<file path="src/verilog/system_tick_timer_consts.vh">
`ifndef SYSTEM_TICK_TIMER_CONSTS_VH
`define SYSTEM_TICK_TIMER_CONSTS_VH

// Register byte addresses
`define TICK_CTRL_STATUS_ADDR 32'hE000E010
`define TICK_RELOAD_VALUE_ADDR 32'hE000E014
`define TICK_CURRENT_VALUE_ADDR 32'hE000E018
`define TICK_CALIBRATION_ADDR 32'hE000E01C
`define TICK_IRQ_STATUS_ADDR 32'hE000E020
`define TICK_IRQ_MASK_ADDR 32'hE000E024

// Counter width
`define TICK_COUNT_W 24

// Control/status field positions
`define CTRL_ENABLE_BIT 0
`define CTRL_TICK_IRQ_EN_BIT 1
`define CTRL_CLKSRC_BIT 2
`define CTRL_ZERO_FLAG_BIT 16

// Calibration field positions
`define CALIB_NO_REF_CLK_BIT 31
`define CALIB_SKEW_BIT 30

// Interrupt status/mask layout
`define IRQ_TICK_BIT 0
`define IRQ_W 1

// Reset and fixed values
`define RELOAD_RESET 24'h5F7F9B
`define CURRENT_RESET 24'h7E7F35
`define TEN_MS_RELOAD_RESET 24'hA71FF
`define CLKSRC_FIXED 1'h1
`define NO_REF_CLK_FIXED 1'h1
`define SKEW_FIXED 1'h0
`define IRQ_MASK_RESET 1'h1

// Typical tick period and its cycle count at 10 MHz
`define TICK_PERIOD_NS 10000000
`define CORE_CLK_PERIOD_NS 100
`define TICK_PERIOD_CYCLES (`TICK_PERIOD_NS / `CORE_CLK_PERIOD_NS)

`endif
</file>
<file path="src/verilog/sticky_bits.v">
`timescale 1ns/1ps
`default_nettype none

// Sticky status bits: hardware set wins over a clear in the same cycle
module sticky_bits #(
	parameter W = 1
) (
	// Clock and reset
	input wire core_clk_i,
	input wire reset_n_i,
	// Set and clear requests
	input wire [W-1:0] set_i,
	input wire [W-1:0] clr_i,
	// Held flags
	output wire [W-1:0] flag_o
);

	reg [W-1:0] flag_reg; // Stored flags
	reg [W-1:0] flag_next; // Next flags

	// Set has priority so no event is lost
	always @* begin
		flag_next = (flag_reg & ~clr_i) | set_i;
	end

	// Flag storage
	always @(posedge core_clk_i or negedge reset_n_i) begin
		if (!reset_n_i) begin
			flag_reg <= {W{1'b0}};
		end else begin
			flag_reg <= flag_next;
		end
	end

	assign flag_o = flag_reg;

endmodule // sticky_bits

`default_nettype wire

</file>
<file path="src/verilog/system_tick_timer.v">
// The address-and-strobe port was decided locally.
`timescale 1ns/1ps
`default_nettype none

`include "system_tick_timer_consts.vh"

module system_tick_timer (
	// Clock and reset
	input wire core_clk_i,
	input wire reset_n_i,
	// Register port
	input wire [31:0] addr_i,
	input wire [31:0] wdata_i,
	input wire wr_i,
	input wire rd_i,
	output wire [31:0] rdata_o,
	// Processor and power state
	input wire debug_halt_i,
	input wire ctrl_clk_stopped_i,
	// Interrupt
	output wire irq_o
);

	// Address decode
	// Exact word compare; partial addresses select nothing
	// An unselected access reads zero and ignores writes

	reg sel_ctrl; // Control/status selected
	reg sel_reload; // Reload selected
	reg sel_current; // Current value selected
	reg sel_calib; // Calibration selected
	reg sel_irq_status; // Interrupt status selected
	reg sel_irq_mask; // Interrupt mask selected

	// Full word address compare, one select per register
	always @* begin
		sel_ctrl = (addr_i == `TICK_CTRL_STATUS_ADDR);
		sel_reload = (addr_i == `TICK_RELOAD_VALUE_ADDR);
		sel_current = (addr_i == `TICK_CURRENT_VALUE_ADDR);
		sel_calib = (addr_i == `TICK_CALIBRATION_ADDR);
		sel_irq_status = (addr_i == `TICK_IRQ_STATUS_ADDR);
		sel_irq_mask = (addr_i == `TICK_IRQ_MASK_ADDR);
	end

	wire wr_ctrl = wr_i & sel_ctrl; // Control write
	wire wr_reload = wr_i & sel_reload; // Reload write
	wire wr_current = wr_i & sel_current; // Current value write
	wire wr_calib = wr_i & sel_calib; // Calibration write
	wire wr_irq_status = wr_i & sel_irq_status; // Status write, one clears
	wire wr_irq_mask = wr_i & sel_irq_mask; // Mask write
	wire rd_ctrl = rd_i & sel_ctrl; // Control read, has side effect

	// Control/status register
	// Only enable and interrupt enable are stored here
	// Fixed clock source bit and zero flag are added at read

	reg enable_reg; // Counting enable
	reg enable_next;
	reg tick_interrupt_enable_reg; // Tick interrupt enable
	reg tick_interrupt_enable_next;

	// Writable control bits; other bits of the word are dropped
	always @* begin
		enable_next = enable_reg;
		tick_interrupt_enable_next = tick_interrupt_enable_reg;
		if (wr_ctrl) begin
			enable_next = wdata_i[`CTRL_ENABLE_BIT];
			tick_interrupt_enable_next = wdata_i[`CTRL_TICK_IRQ_EN_BIT];
		end
	end

	// Control storage, both bits off after reset
	always @(posedge core_clk_i or negedge reset_n_i) begin
		if (!reset_n_i) begin
			enable_reg <= 1'b0;
			tick_interrupt_enable_reg <= 1'b0;
		end else begin
			enable_reg <= enable_next;
			tick_interrupt_enable_reg <= tick_interrupt_enable_next;
		end
	end

	// Reload and calibration registers
	// Reload is taken only at zero, so a new value waits a period
	// Calibration field is writable, its fixed top bits are not stored

	reg [`TICK_COUNT_W-1:0] reload_reg; // Reload value
	reg [`TICK_COUNT_W-1:0] reload_next;
	reg [`TICK_COUNT_W-1:0] ten_ms_reload_value_reg; // Calibration 10 ms value
	reg [`TICK_COUNT_W-1:0] ten_ms_reload_value_next;

	// Only the low 24 bits are stored; upper bits are ignored
	always @* begin
		reload_next = reload_reg;
		ten_ms_reload_value_next = ten_ms_reload_value_reg;
		if (wr_reload) begin
			reload_next = wdata_i[`TICK_COUNT_W-1:0];
		end
		if (wr_calib) begin
			ten_ms_reload_value_next = wdata_i[`TICK_COUNT_W-1:0];
		end
	end

	// Storage with documented reset values
	always @(posedge core_clk_i or negedge reset_n_i) begin
		if (!reset_n_i) begin
			reload_reg <= `RELOAD_RESET;
			ten_ms_reload_value_reg <= `TEN_MS_RELOAD_RESET;
		end else begin
			reload_reg <= reload_next;
			ten_ms_reload_value_reg <= ten_ms_reload_value_next;
		end
	end

	// Down counter
	// Period is reload plus one running edges
	// Frozen by disable, debug halt or a gated controller clock

	reg [`TICK_COUNT_W-1:0] current_count_reg; // Live count
	reg [`TICK_COUNT_W-1:0] current_count_next;
	reg count_run; // Counter advances this edge
	reg zero_event; // Count steps from one to zero

	// Halt on debug or when the controller clock is stopped
	always @* begin
		count_run = enable_reg & ~debug_halt_i & ~ctrl_clk_stopped_i;
	end

	// Decrement, reload at zero, software write clears
	always @* begin
		current_count_next = current_count_reg;
		zero_event = 1'b0;
		if (wr_current) begin
			// Any write data clears the count, winning over counting
			current_count_next = {`TICK_COUNT_W{1'b0}};
		end else if (count_run) begin
			if (current_count_reg == {`TICK_COUNT_W{1'b0}}) begin
				// At zero the next edge loads the reload value
				current_count_next = reload_reg;
			end else begin
				current_count_next = current_count_reg - {{(`TICK_COUNT_W-1){1'b0}}, 1'b1};
				if (current_count_reg == {{(`TICK_COUNT_W-1){1'b0}}, 1'b1}) begin
					// Transition into zero
					zero_event = 1'b1;
				end
			end
		end
	end

	// Counter storage
	always @(posedge core_clk_i or negedge reset_n_i) begin
		if (!reset_n_i) begin
			current_count_reg <= `CURRENT_RESET;
		end else begin
			current_count_reg <= current_count_next;
		end
	end

	// Zero-reached flag
	// Read side effect: a control read clears it
	// Hazard: a zero event in the clearing cycle must survive

	wire zero_reached_flag; // Sticky zero flag
	wire zero_flag_clr; // Flag clear request

	// Cleared by a control read or a current value write
	assign zero_flag_clr = rd_ctrl | wr_current;

	// Set wins over clear so a coincident zero is kept
	sticky_bits #(
		.W(1)
	) zero_flag_u (
		.core_clk_i(core_clk_i),
		.reset_n_i(reset_n_i),
		.set_i(zero_event),
		.clr_i(zero_flag_clr),
		.flag_o(zero_reached_flag)
	);

	// Interrupt status and mask
	// Status is write-one-to-clear, mask resets open
	// Line is registered, so it lags the status bit by one edge

	wire [`IRQ_W-1:0] irq_status; // Sticky interrupt status
	reg [`IRQ_W-1:0] irq_set; // Status set events
	reg [`IRQ_W-1:0] irq_clr; // Write-one-to-clear
	reg [`IRQ_W-1:0] irq_mask_reg; // Interrupt mask
	reg [`IRQ_W-1:0] irq_mask_next;
	reg irq_reg; // Registered interrupt line
	reg irq_next;

	// Tick event only counts while interrupts are enabled
	always @* begin
		irq_set = {`IRQ_W{1'b0}};
		irq_set[`IRQ_TICK_BIT] = zero_event & tick_interrupt_enable_reg;
		irq_clr = wr_irq_status ? wdata_i[`IRQ_W-1:0] : {`IRQ_W{1'b0}};
	end

	// Status bits, hardware set beats software clear
	sticky_bits #(
		.W(`IRQ_W)
	) irq_status_u (
		.core_clk_i(core_clk_i),
		.reset_n_i(reset_n_i),
		.set_i(irq_set),
		.clr_i(irq_clr),
		.flag_o(irq_status)
	);

	// Mask update and interrupt level
	always @* begin
		irq_mask_next = irq_mask_reg;
		if (wr_irq_mask) begin
			irq_mask_next = wdata_i[`IRQ_W-1:0];
		end
		// Clearing the enable withdraws a pending tick request
		irq_next = |(irq_status & irq_mask_reg) & tick_interrupt_enable_reg;
	end

	// Mask and interrupt storage
	always @(posedge core_clk_i or negedge reset_n_i) begin
		if (!reset_n_i) begin
			irq_mask_reg <= `IRQ_MASK_RESET;
			irq_reg <= 1'b0;
		end else begin
			irq_mask_reg <= irq_mask_next;
			irq_reg <= irq_next;
		end
	end

	// Read data
	// Idle cycles return zero so read buses can be merged by OR
	// Side effects are keyed to the strobe, not to the data

	reg [31:0] rdata_reg; // Registered read data
	reg [31:0] rdata_next;

	// Read mux; reserved bits and unmapped addresses read zero
	always @* begin
		rdata_next = 32'h00000000;
		if (rd_i) begin
			if (sel_ctrl) begin
				rdata_next[`CTRL_ZERO_FLAG_BIT] = zero_reached_flag;
				rdata_next[`CTRL_CLKSRC_BIT] = `CLKSRC_FIXED;
				rdata_next[`CTRL_TICK_IRQ_EN_BIT] = tick_interrupt_enable_reg;
				rdata_next[`CTRL_ENABLE_BIT] = enable_reg;
			end else if (sel_reload) begin
				rdata_next[`TICK_COUNT_W-1:0] = reload_reg;
			end else if (sel_current) begin
				// Live count as it stands at the read edge
				rdata_next[`TICK_COUNT_W-1:0] = current_count_reg;
			end else if (sel_calib) begin
				rdata_next[`CALIB_NO_REF_CLK_BIT] = `NO_REF_CLK_FIXED;
				rdata_next[`CALIB_SKEW_BIT] = `SKEW_FIXED;
				rdata_next[`TICK_COUNT_W-1:0] = ten_ms_reload_value_reg;
			end else if (sel_irq_status) begin
				rdata_next[`IRQ_W-1:0] = irq_status;
			end else if (sel_irq_mask) begin
				rdata_next[`IRQ_W-1:0] = irq_mask_reg;
			end else begin
				// Unmapped address reads zero
				rdata_next = 32'h00000000;
			end
		end
	end

	// Read data holds only in the cycle after the strobe
	always @(posedge core_clk_i or negedge reset_n_i) begin
		if (!reset_n_i) begin
			rdata_reg <= 32'h00000000;
		end else begin
			rdata_reg <= rdata_next;
		end
	end

	// Outputs
	// Both outputs come straight from flops
	// No decode logic sits between a flop and a pin

	assign rdata_o = rdata_reg; // Straight from flop
	assign irq_o = irq_reg; // Straight from flop

endmodule // system_tick_timer

`default_nettype wire

</file>
<file path="config.mk">
export PLATFORM = sky130hd
export DESIGN_NAME = system_tick_timer
export DESIGN_NICKNAME = d
export VERILOG_FILES = /design/src/verilog/sticky_bits.v /design/src/verilog/system_tick_timer.v
export VERILOG_INCLUDE_DIRS = /design/src /design/src/verilog
export SDC_FILE = /design/constraint.sdc
export NUM_CORES = 1
export LEC_CHECK = 0
export BUFFER_PORTS_ARGS = -buffer_cell sky130_fd_sc_hd__buf_2
export CAP_MARGIN = 40
export CELL_PAD_IN_SITES_DETAIL_PLACEMENT = 0
export CELL_PAD_IN_SITES_GLOBAL_PLACEMENT = 1
export CORE_ASPECT_RATIO = 1.4
export CORE_MARGIN = 4
export CORE_UTILIZATION = 47
export DETAILED_ROUTE_END_ITERATION = 8
export HOLD_SLACK_MARGIN = 0.1
export PLACE_DENSITY = 0.84
export SYNTH_ARGS = -nofsm -noshare
export SYNTH_HDL_FRONTEND = slang
export SYNTH_SLANG_ARGS = --single-unit
</file>
<file path="constraint.sdc">
create_clock -name core_clk_i -period 4.7 [get_ports core_clk_i]
set_input_delay 0.47 -clock core_clk_i [delete_from_list [all_inputs] [get_ports core_clk_i]]
set_output_delay 0.47 -clock core_clk_i [all_outputs]
set_load 0.05 [all_outputs]
</file>
# Yosys cells after proc, flatten, opt, wreduce, memory -nomap -nowiden
# Cells that the tools add are included.
# op_classes
addsub	1
eq_ne	7
muxes	21
bitwise	21
reduce_logical	2
# op_table
operator	count
== test 32 bit, second input constant	6
two-way mux 24 bit	6
two-way mux 32 bit	1
== test 24 x 1 -> 1 bit, second input constant	1
logical NOT 24 bit	1
subtractor 24 x 1 -> 24 bit, second input constant	1
two-way mux 8 bit	2
two-way mux 15 bit	1
bitwise AND 1 bit	14
two-way mux 13 bit	1
two-way mux 1 bit	8
inverter 1 bit	4
two-way mux 3 bit	1
bitwise OR 1 bit	3
two-way mux 2 bit	1
nonzero test 2 bit	1
# totals
reg_bits	110
inputBits	70
output_inout_bits	33
elab_cells	62

# Longest topological paths before layout
# Gate-level depths: netlist (run 1).
# depth
ltp_word	8
ltp_mapped	8
depth_no_buf	7

# Hierarchy
# From an unflattened synthesis (run 1), not the netlist that was laid out.
# hier_totals
cells_unflattened	478
hier_area_um2	5270.1
# by_module_without_submodules
mod	n_inst	cells_each	area_per_inst_um2	seq_area_each_um2
system_tick_timer	1	472	5197.5	2590.0
sticky_bits	2	3	36.3	25.0

# Least setup slack after synthesis (run 1)
# No wires, ideal clock.
# synth_timing
path_type	input -> register
from	input addr_i[1]
to	register reload_reg[6]
setup_time_ns	0.125
arrival_time_ns	2.062
t_required_ns	4.575
setup_slack_ns	2.513
cell_stages	5
n_path_buf	1
path_cell_list	or4_1 -> nor3_2 -> nand4_2 -> buf_2 -> mux2_2
# synth_via
elab_chain_len	2
# synth_rtl
element	line_no	rtl
start: declaration	system_tick_timer.v:12	input wire [31:0] addr_i,
== test 32 bit (no source line)	--	
bitwise AND 1 bit	system_tick_timer.v:46	wire wr_reload = wr_i & sel_reload;
end signal: assignment	system_tick_timer.v:107	reload_reg <= `RELOAD_RESET;
end signal: assignment	system_tick_timer.v:110	reload_reg <= reload_next;
end: declaration	system_tick_timer.v:87	reg [`TICK_COUNT_W-1:0] reload_reg;
# Every way passes these cells.
# A chain may end at the register's enable or synchronous reset.

# Final worst setup path (run 1)
# layout_timing
from	register current_count_reg[1]
to	register current_count_reg[20]
# layout_via
elab_chain_len	4
elab_cells_between_ends	5
classes_between	1 x add/sub; 3 x mux; 1 x reduce/logical
# layout_rtl
element	line_no	rtl
start: declaration	system_tick_timer.v:119	reg [`TICK_COUNT_W-1:0] current_count_reg;
start signal: assignment	system_tick_timer.v:153	current_count_reg <= `CURRENT_RESET;
start signal: assignment	system_tick_timer.v:155	current_count_reg <= current_count_next;
subtractor 24 x 1 -> 24 bit / logical NOT 24 bit (equally long branches)	system_tick_timer.v:141, system_tick_timer.v:137	
two-way mux 24 bit *	system_tick_timer.v:137	if (current_count_reg == {`TICK_COUNT_W{1'b0}}) begin
two-way mux 24 bit *	system_tick_timer.v:136	end else if (count_run) begin
two-way mux 24 bit *	system_tick_timer.v:133	if (wr_current) begin
# Every way passes the cells marked *; elsewhere a longest branch is shown, timed or not. The select of a mux whose other input is x is not followed.

==> results of run 1 <==
==> per-stage QoR <==
step	cell area (um2)	setup slack [ns]	cells	total power [mW]	hold slack (ns)
floorplan	5530	2.51	531	0.944	0.174
global placement	6010	1.38	728	0.994	0.484
detailed placement	6120	1.86	733	0.999	0.491
CTS	6420	2.14	749	1.76	0.240
global route	6420	1.91	749	1.80	0.282
finish	6420	2.08	749	1.74	0.205
==> power by group <==
part / switching (mW) / internal, mW / total [mW]
Clock: 0.342 / 0.417 / 0.759
Sequential: 0.0000000341 / 0.888 / 0.888
Combinational: 0.0620 / 0.0316 / 0.0936
Total: 0.404 / 1.34 / 1.74
==> how the worst max path moves through the flow <==
stage | slack (ns) | cells past startpoint | start | to
after floorplan | 2.51 | 5 | addr_i[1] | reload_reg[6]
after global placement | 1.38 | 4 | addr_i[3] | irq_status_u.flag_o
after detailed placement | 1.86 | 5 | addr_i[1] | irq_status_u.flag_o
after CTS | 2.14 | 7 | current_count_reg[1] | current_count_reg[20]
after global routing | 1.91 | 7 | current_count_reg[1] | current_count_reg[20]
final | 2.08 | 7 | current_count_reg[1] | current_count_reg[20]
==> layout by cell type (no fill, tap or decap), types with 4 or more instances in the layout <==
master      n
clkbuf_16   9
nand2b_1    4
inv_1       7
nand2_1    20
or4_1       6
buf_2      86
nand4_1    11
o21ai_0    18
a211oi_1   14
o31ai_1     7
and3_1     14
conb_1      7
dfrtp_1    53
or3_1       6
a21oi_1    44
nor3_1     12
mux2_2     53
o22ai_1     5
buf_4       8
nor2_1     57
dfstp_2    50
mux2i_1    24
nand3_1     5
nor2b_1     4
nor4_1      9
o211ai_1    4
==> area by class of cell <==
type,instances,area [um2]
Fill cell,1008,4980
Multi-Input combinational cell,380,2680
Sequential cell,103,2640
Timing Repair Buffer,98,588
Clock buffer,10,229
Tap cell,144,180
Clock inverter,6,68.8
Inverter,8,30.0
==> logic make-up after synthesis <==
kind of cell             after synthesis  synth area share, %
buffers and inverters                 48                 3.96
flip-flops                           103                 48.0
multiplexers                          77                 15.2
AO/OA/AOI/OAI                        109                 12.2
AND/OR/NAND/NOR                      184                 19.9
other                                  1               0.0681
adder cells (fa/ha/maj)                3                0.682
==> per-layer routing <==
metal / track usage [%] / up-vias / wire, um
met2: 38.3 / 156 / 7220
met5: 0 / - / 0
met1: 28.3 / 2220 / 6010
met3: 2.36 / 20 / 741
met4: 9.34 / 0 / 326
li1: - / 2088 / -
==> critical path, stage by stage (launching register included) <==
cell      delay (ns)
dfrtp_1         0.43
inv_1           0.12
ha_1            0.29
nor3b_2         0.45
nand4_1         0.32
or4_1           0.48
o311ai_0        0.32
o21ai_0         0.14
==> flow_summary.json, run 1 <==
{
  "status": "complete, no violations",
  "finClkSkew_ns": 0.00953,
  "clock-sinks": 103,
  "drcViolationCount": 0,
  "end_kind": "flop",
  "cts_tree": "built",
  "finalCriticalPeriod_ns": 2.62,
  "avgSynthCellArea_um2": 10.5,
  "vdd_drop_max_mv": 0.179,
  "grt_first_pass_wirelength_um": 23800,
  "grt_max_degree": 66,
  "die_area_um2": 13500,
  "antenna_found_initial": 0,
  "cts_inserted_buffers": 9,
  "gp_congestion": 0.869,
  "num_io_pins": 103,
  "drv_cap": 0,
  "power_density_nw_per_um2": 271,
  "cts_hold_buf": 0,
  "viasPerCell": 5.99,
  "timing.rr.end": "current_count_reg[20]",
  "largest_reg_flops": 25,
  "diodes": 0,
  "syn_to_final_growth_pct": 16.6,
  "criticalPathCategory": "flop to flop",
  "numPortBuffers": 87,
  "floorplan.initialDensity_pct": 48.3,
  "worstPathRequired_ns": 4.97,
  "place_hpwl_um": 10100,
  "core_area_um2": 11400,
  "cts_buffer_depth": 2,
  "insertion_delay_ns": 0.35,
  "clk_pin_slew_ns": 0.07,
  "synth_seq_cells": 103,
  "yosysWarnings": 0,
  "start_kind": "flop",
  "rows": 46,
  "tightest_slew_ns": 0.872,
  "yosys.area.top_type": "dfrtp_1",
  "ctsResizeCount": 0,
  "grt_pass1_vias": 4628,
  "firstDrtPassIters": 5,
  "reg2regPathDepth": 7,
  "finalCritPeriodShare_pct": 55.8,
  "yosysUniqueCellTypes": 58,
  "yosysMostFrequentCell": "nor2_1",
  "path_max_fanout": 5,
  "rsz0062_at_grt": "false",
  "async_reset_ff_share_pct": 100,
  "final_nets": 673,
  "p_leak_nw": 2.95,
  "relSlewSlack_pct": 41.9,
  "max_clock_freq_mhz": 381,
  "ys_top_cells_by_count": "57 x nor2_1, 53 x dfrtp_1, 53 x mux2_2",
  "report.final.slew_viol_count": 0,
  "die_x_um": 99.5,
  "rr_startpoint": "current_count_reg[1]",
  "drtIter0Drc": 242,
  "yosysTopAreaCellShare_pct": 24.1,
  "routed_wl_um": 14300,
  "ys_top_cells_by_area": "dfrtp_1 24%, dfstp_2 24%, mux2_2 11%",
  "synth_flop_cell": "dfrtp_1",
  "drive_gt1_share_pct": 39.0,
  "antenna_left": 0,
  "syn-cell-area_um2": 5500,
  "final_core_util_pct": 56.3,
  "arrival_ns": 2.89,
  "synth-seq-area-share_pct": 48.0,
  "h-tree-depth": 3,
  "hold_viol": 0,
  "grt_usage_pct": 22.2,
  "setup_viol": 0,
  "die_y_um": 136,
  "wl_per_cell_um": 19.1,
  "grt_overflow": 0,
  "setup_tns_ns": 0,
  "synth_edf_count": 0,
  "post_cts_buffers": 0,
  "hp-class": "primary input to async pin",
  "cts-root-buf": "clkbuf_16",
  "r2r_setup_slack_ns": 2.08,
  "vias": 4484,
  "syn_inst": 525
}
Note: power is estimated with default switching activity, not from simulation.
==> run 2, diff against run 1 <==
--- a/config.mk
+++ b/config.mk
@@ -12,10 +12,10 @@
 export CELL_PAD_IN_SITES_GLOBAL_PLACEMENT = 1
 export CORE_ASPECT_RATIO = 1.4
 export CORE_MARGIN = 4
-export CORE_UTILIZATION = 47
+export CORE_UTILIZATION = 39
 export DETAILED_ROUTE_END_ITERATION = 8
 export HOLD_SLACK_MARGIN = 0.1
-export PLACE_DENSITY = 0.84
+export PLACE_DENSITY = 0.74
 export SYNTH_ARGS = -nofsm -noshare
 export SYNTH_HDL_FRONTEND = slang
 export SYNTH_SLANG_ARGS = --single-unit
==> constraint.sdc (replaced) <==
create_clock -name core_clk_i -period 2.25 [get_ports core_clk_i]
set_input_delay 0.225 -clock core_clk_i [delete_from_list [all_inputs] [get_ports core_clk_i]]
set_output_delay 0.225 -clock core_clk_i [all_outputs]
set_load 0.05 [all_outputs]
==> run 2 against run 1 <==
Power is 120% higher; clock power is 140% higher; non-clock buffer count is 34 higher; worst hold slack worse by 0.086 ns; design area is 5.8% higher; global-route usage is 2.6 points lower; register-to-register slack worse by 2.0 ns; fmax is 18% higher; sequential share of layout area is 2.2 points lower; die area is 19% higher; routed wire length is 4.6% higher; first-iteration DRC count is 12% lower; largest cell class unchanged; highest routed layer unchanged.
==> flow_summary.json, run 2 (synthesized netlist as in run 1, its figures left out) <==
{
  "status": "complete, no violations",
  "vdd_drop_max_mv": 0.317,
  "setup_tns_ns": 0,
  "path_max_fanout": 8,
  "clk_pin_slew_ns": 0.07,
  "clock-sinks": 103,
  "antenna_left": 0,
  "drtIter0Drc": 213,
  "numPortBuffers": 87,
  "die_area_um2": 16100,
  "drive_gt1_share_pct": 42.3,
  "syn_to_final_growth_pct": 23.3,
  "antenna_found_initial": 0,
  "floorplan.initialDensity_pct": 39.7,
  "hp-start": "wdata_i[19]",
  "worstPathRequired_ns": 2.53,
  "power_density_nw_per_um2": 568,
  "start_kind": "flop",
  "cts-root-buf": "clkbuf_16",
  "num_io_pins": 103,
  "grt_max_degree": 104,
  "largest_reg_flops": 25,
  "r2r_setup_slack_ns": 0.03,
  "h-tree-depth": 3,
  "place_hpwl_um": 10900,
  "diodes": 0,
  "firstDrtPassIters": 5,
  "grt_first_pass_wirelength_um": 24900,
  "die_y_um": 149,
  "grt_usage_pct": 19.6,
  "tightest_slew_ns": 0.565,
  "timing.rr.end": "current_count_reg[0]",
  "viasPerCell": 5.51,
  "vias": 4539,
  "final_core_util_pct": 49.0,
  "arrival_ns": 2.50,
  "finalCriticalPeriod_ns": 2.22,
  "rsz0062_at_grt": "true",
  "die_x_um": 108,
  "cts_buffer_depth": 2,
  "finalCritPeriodShare_pct": 98.7,
  "routed_wl_um": 15000,
  "gp_congestion": 0.855,
  "finClkSkew_ns": 0.00855,
  "final_nets": 707,
  "insertion_delay_ns": 0.35,
  "setup_viol": 0,
  "final_common_cell": "buf_2",
  "wl_per_cell_um": 18.2,
  "cts_tree": "built",
  "drcViolationCount": 0,
  "finalWorstSetupSlack_ns": 0.0295,
  "grt_pass1_vias": 4854,
  "cts_inserted_buffers": 9,
  "endpoint": "current_count_reg[0]",
  "report.final.slew_viol_count": 0,
  "critPathLaunch": "current_count_reg[21]",
  "criticalPathCategory": "flop to flop",
  "drv_cap": 0,
  "core_area_um2": 13800,
  "rr_startpoint": "current_count_reg[21]",
  "p_leak_nw": 3.14,
  "relSlewSlack_pct": 62.4,
  "rows": 51,
  "reg2regPathDepth": 6,
  "hold_viol": 0,
  "fill_cells": 1291,
  "max_clock_freq_mhz": 450,
  "grt_overflow": 0,
  "final_cell_mix": "86 x buf_2, 57 x nor2_1, 53 x mux2_2, 53 x dfrtp_1, 50 x dfstp_2",
  "hp-class": "primary input to flop",
  "place_ws_ns": 0.0388,
  "end_kind": "flop"
}
-- run 2: changes by cell type in the layout (fill, tap and decap cells not counted), moves of 2 or more --
cell       previous run  this run
bufinv_16             1         3
buf_12                0         6
buf_4                 8        39
a2111oi_0             3         1
buf_16                3         0
a2111oi_1             0         2
-- run 2: area by class of cell --
type / count / area, um2 / area share (%)
Tap cell: 185 / 231 / 3.41
Inverter: 8 / 30.0 / 0.443
Timing Repair Buffer: 132 / 853 / 12.6
Sequential cell: 103 / 2640 / 38.9
Clock inverter: 6 / 116 / 1.71
Multi-Input combinational cell: 380 / 2690 / 39.6
Clock buffer: 10 / 229 / 3.37
-- run 2: through the flow --
stage               instances  power [mW]  cell area (um2)  hold WS, ns
floorplan                 531        1.97             5530      -0.0706
global placement          806        2.08             6410        0.324
detailed placement        806        2.09             6410        0.338
CTS                       823        3.89             6770        0.115
global route              824        3.98             6790        0.121
finish                    824        3.85             6790        0.119
-- run 2: worst min-delay path by stage --
| stage | endpoint | cells after the start |
|---|---|---|
| final | ten_ms_reload_value_reg[19] | 2 |
| after CTS | ten_ms_reload_value_reg[19] | 2 |
| after global placement | ten_ms_reload_value_reg[22] | 2 |
| after global routing | reload_reg[3] | 2 |
| after detailed placement | ten_ms_reload_value_reg[22] | 2 |
| after floorplan | current_count_reg[15] | 0 |
-- run 2: power breakdown --
group / switching [mW] / internal [mW] / total (mW)
combinational: 0.129 / 0.0695 / 0.199
sequential: 0.0000000384 / 1.86 / 1.86
clock: 0.704 / 1.10 / 1.80
total: 0.833 / 3.02 / 3.85
-- run 2: per-layer routing --
metal | share of wire [%] | global-route usage [%] | vias to the layer above
met5 | 0 | 0 | -
met4 | 2.0 | 7.52 | 0
met3 | 4.1 | 2.91 | 24
met2 | 52 | 33.7 | 125
met1 | 42 | 24.6 | 2241
li1 | - | - | 2149
-- run 2: repair_timing --
action | 4_1_cts | 5_1_grt
setup endpoints to repair | 0 | 13
setup buffers | 0 | 1
gates resized for setup | 0 | 5
hold buffers | 1 | 0
endpoints found under the hold margin | 53 | 0
-- run 2: worst max-delay path: stages, from the launching register on --
cell and delay, ns:
dfstp_2 0.37, or4_4 0.57, or3_1 0.56, nor2_4 0.26
buf_4 0.15, a31oi_1 0.08, a21oi_1 0.16
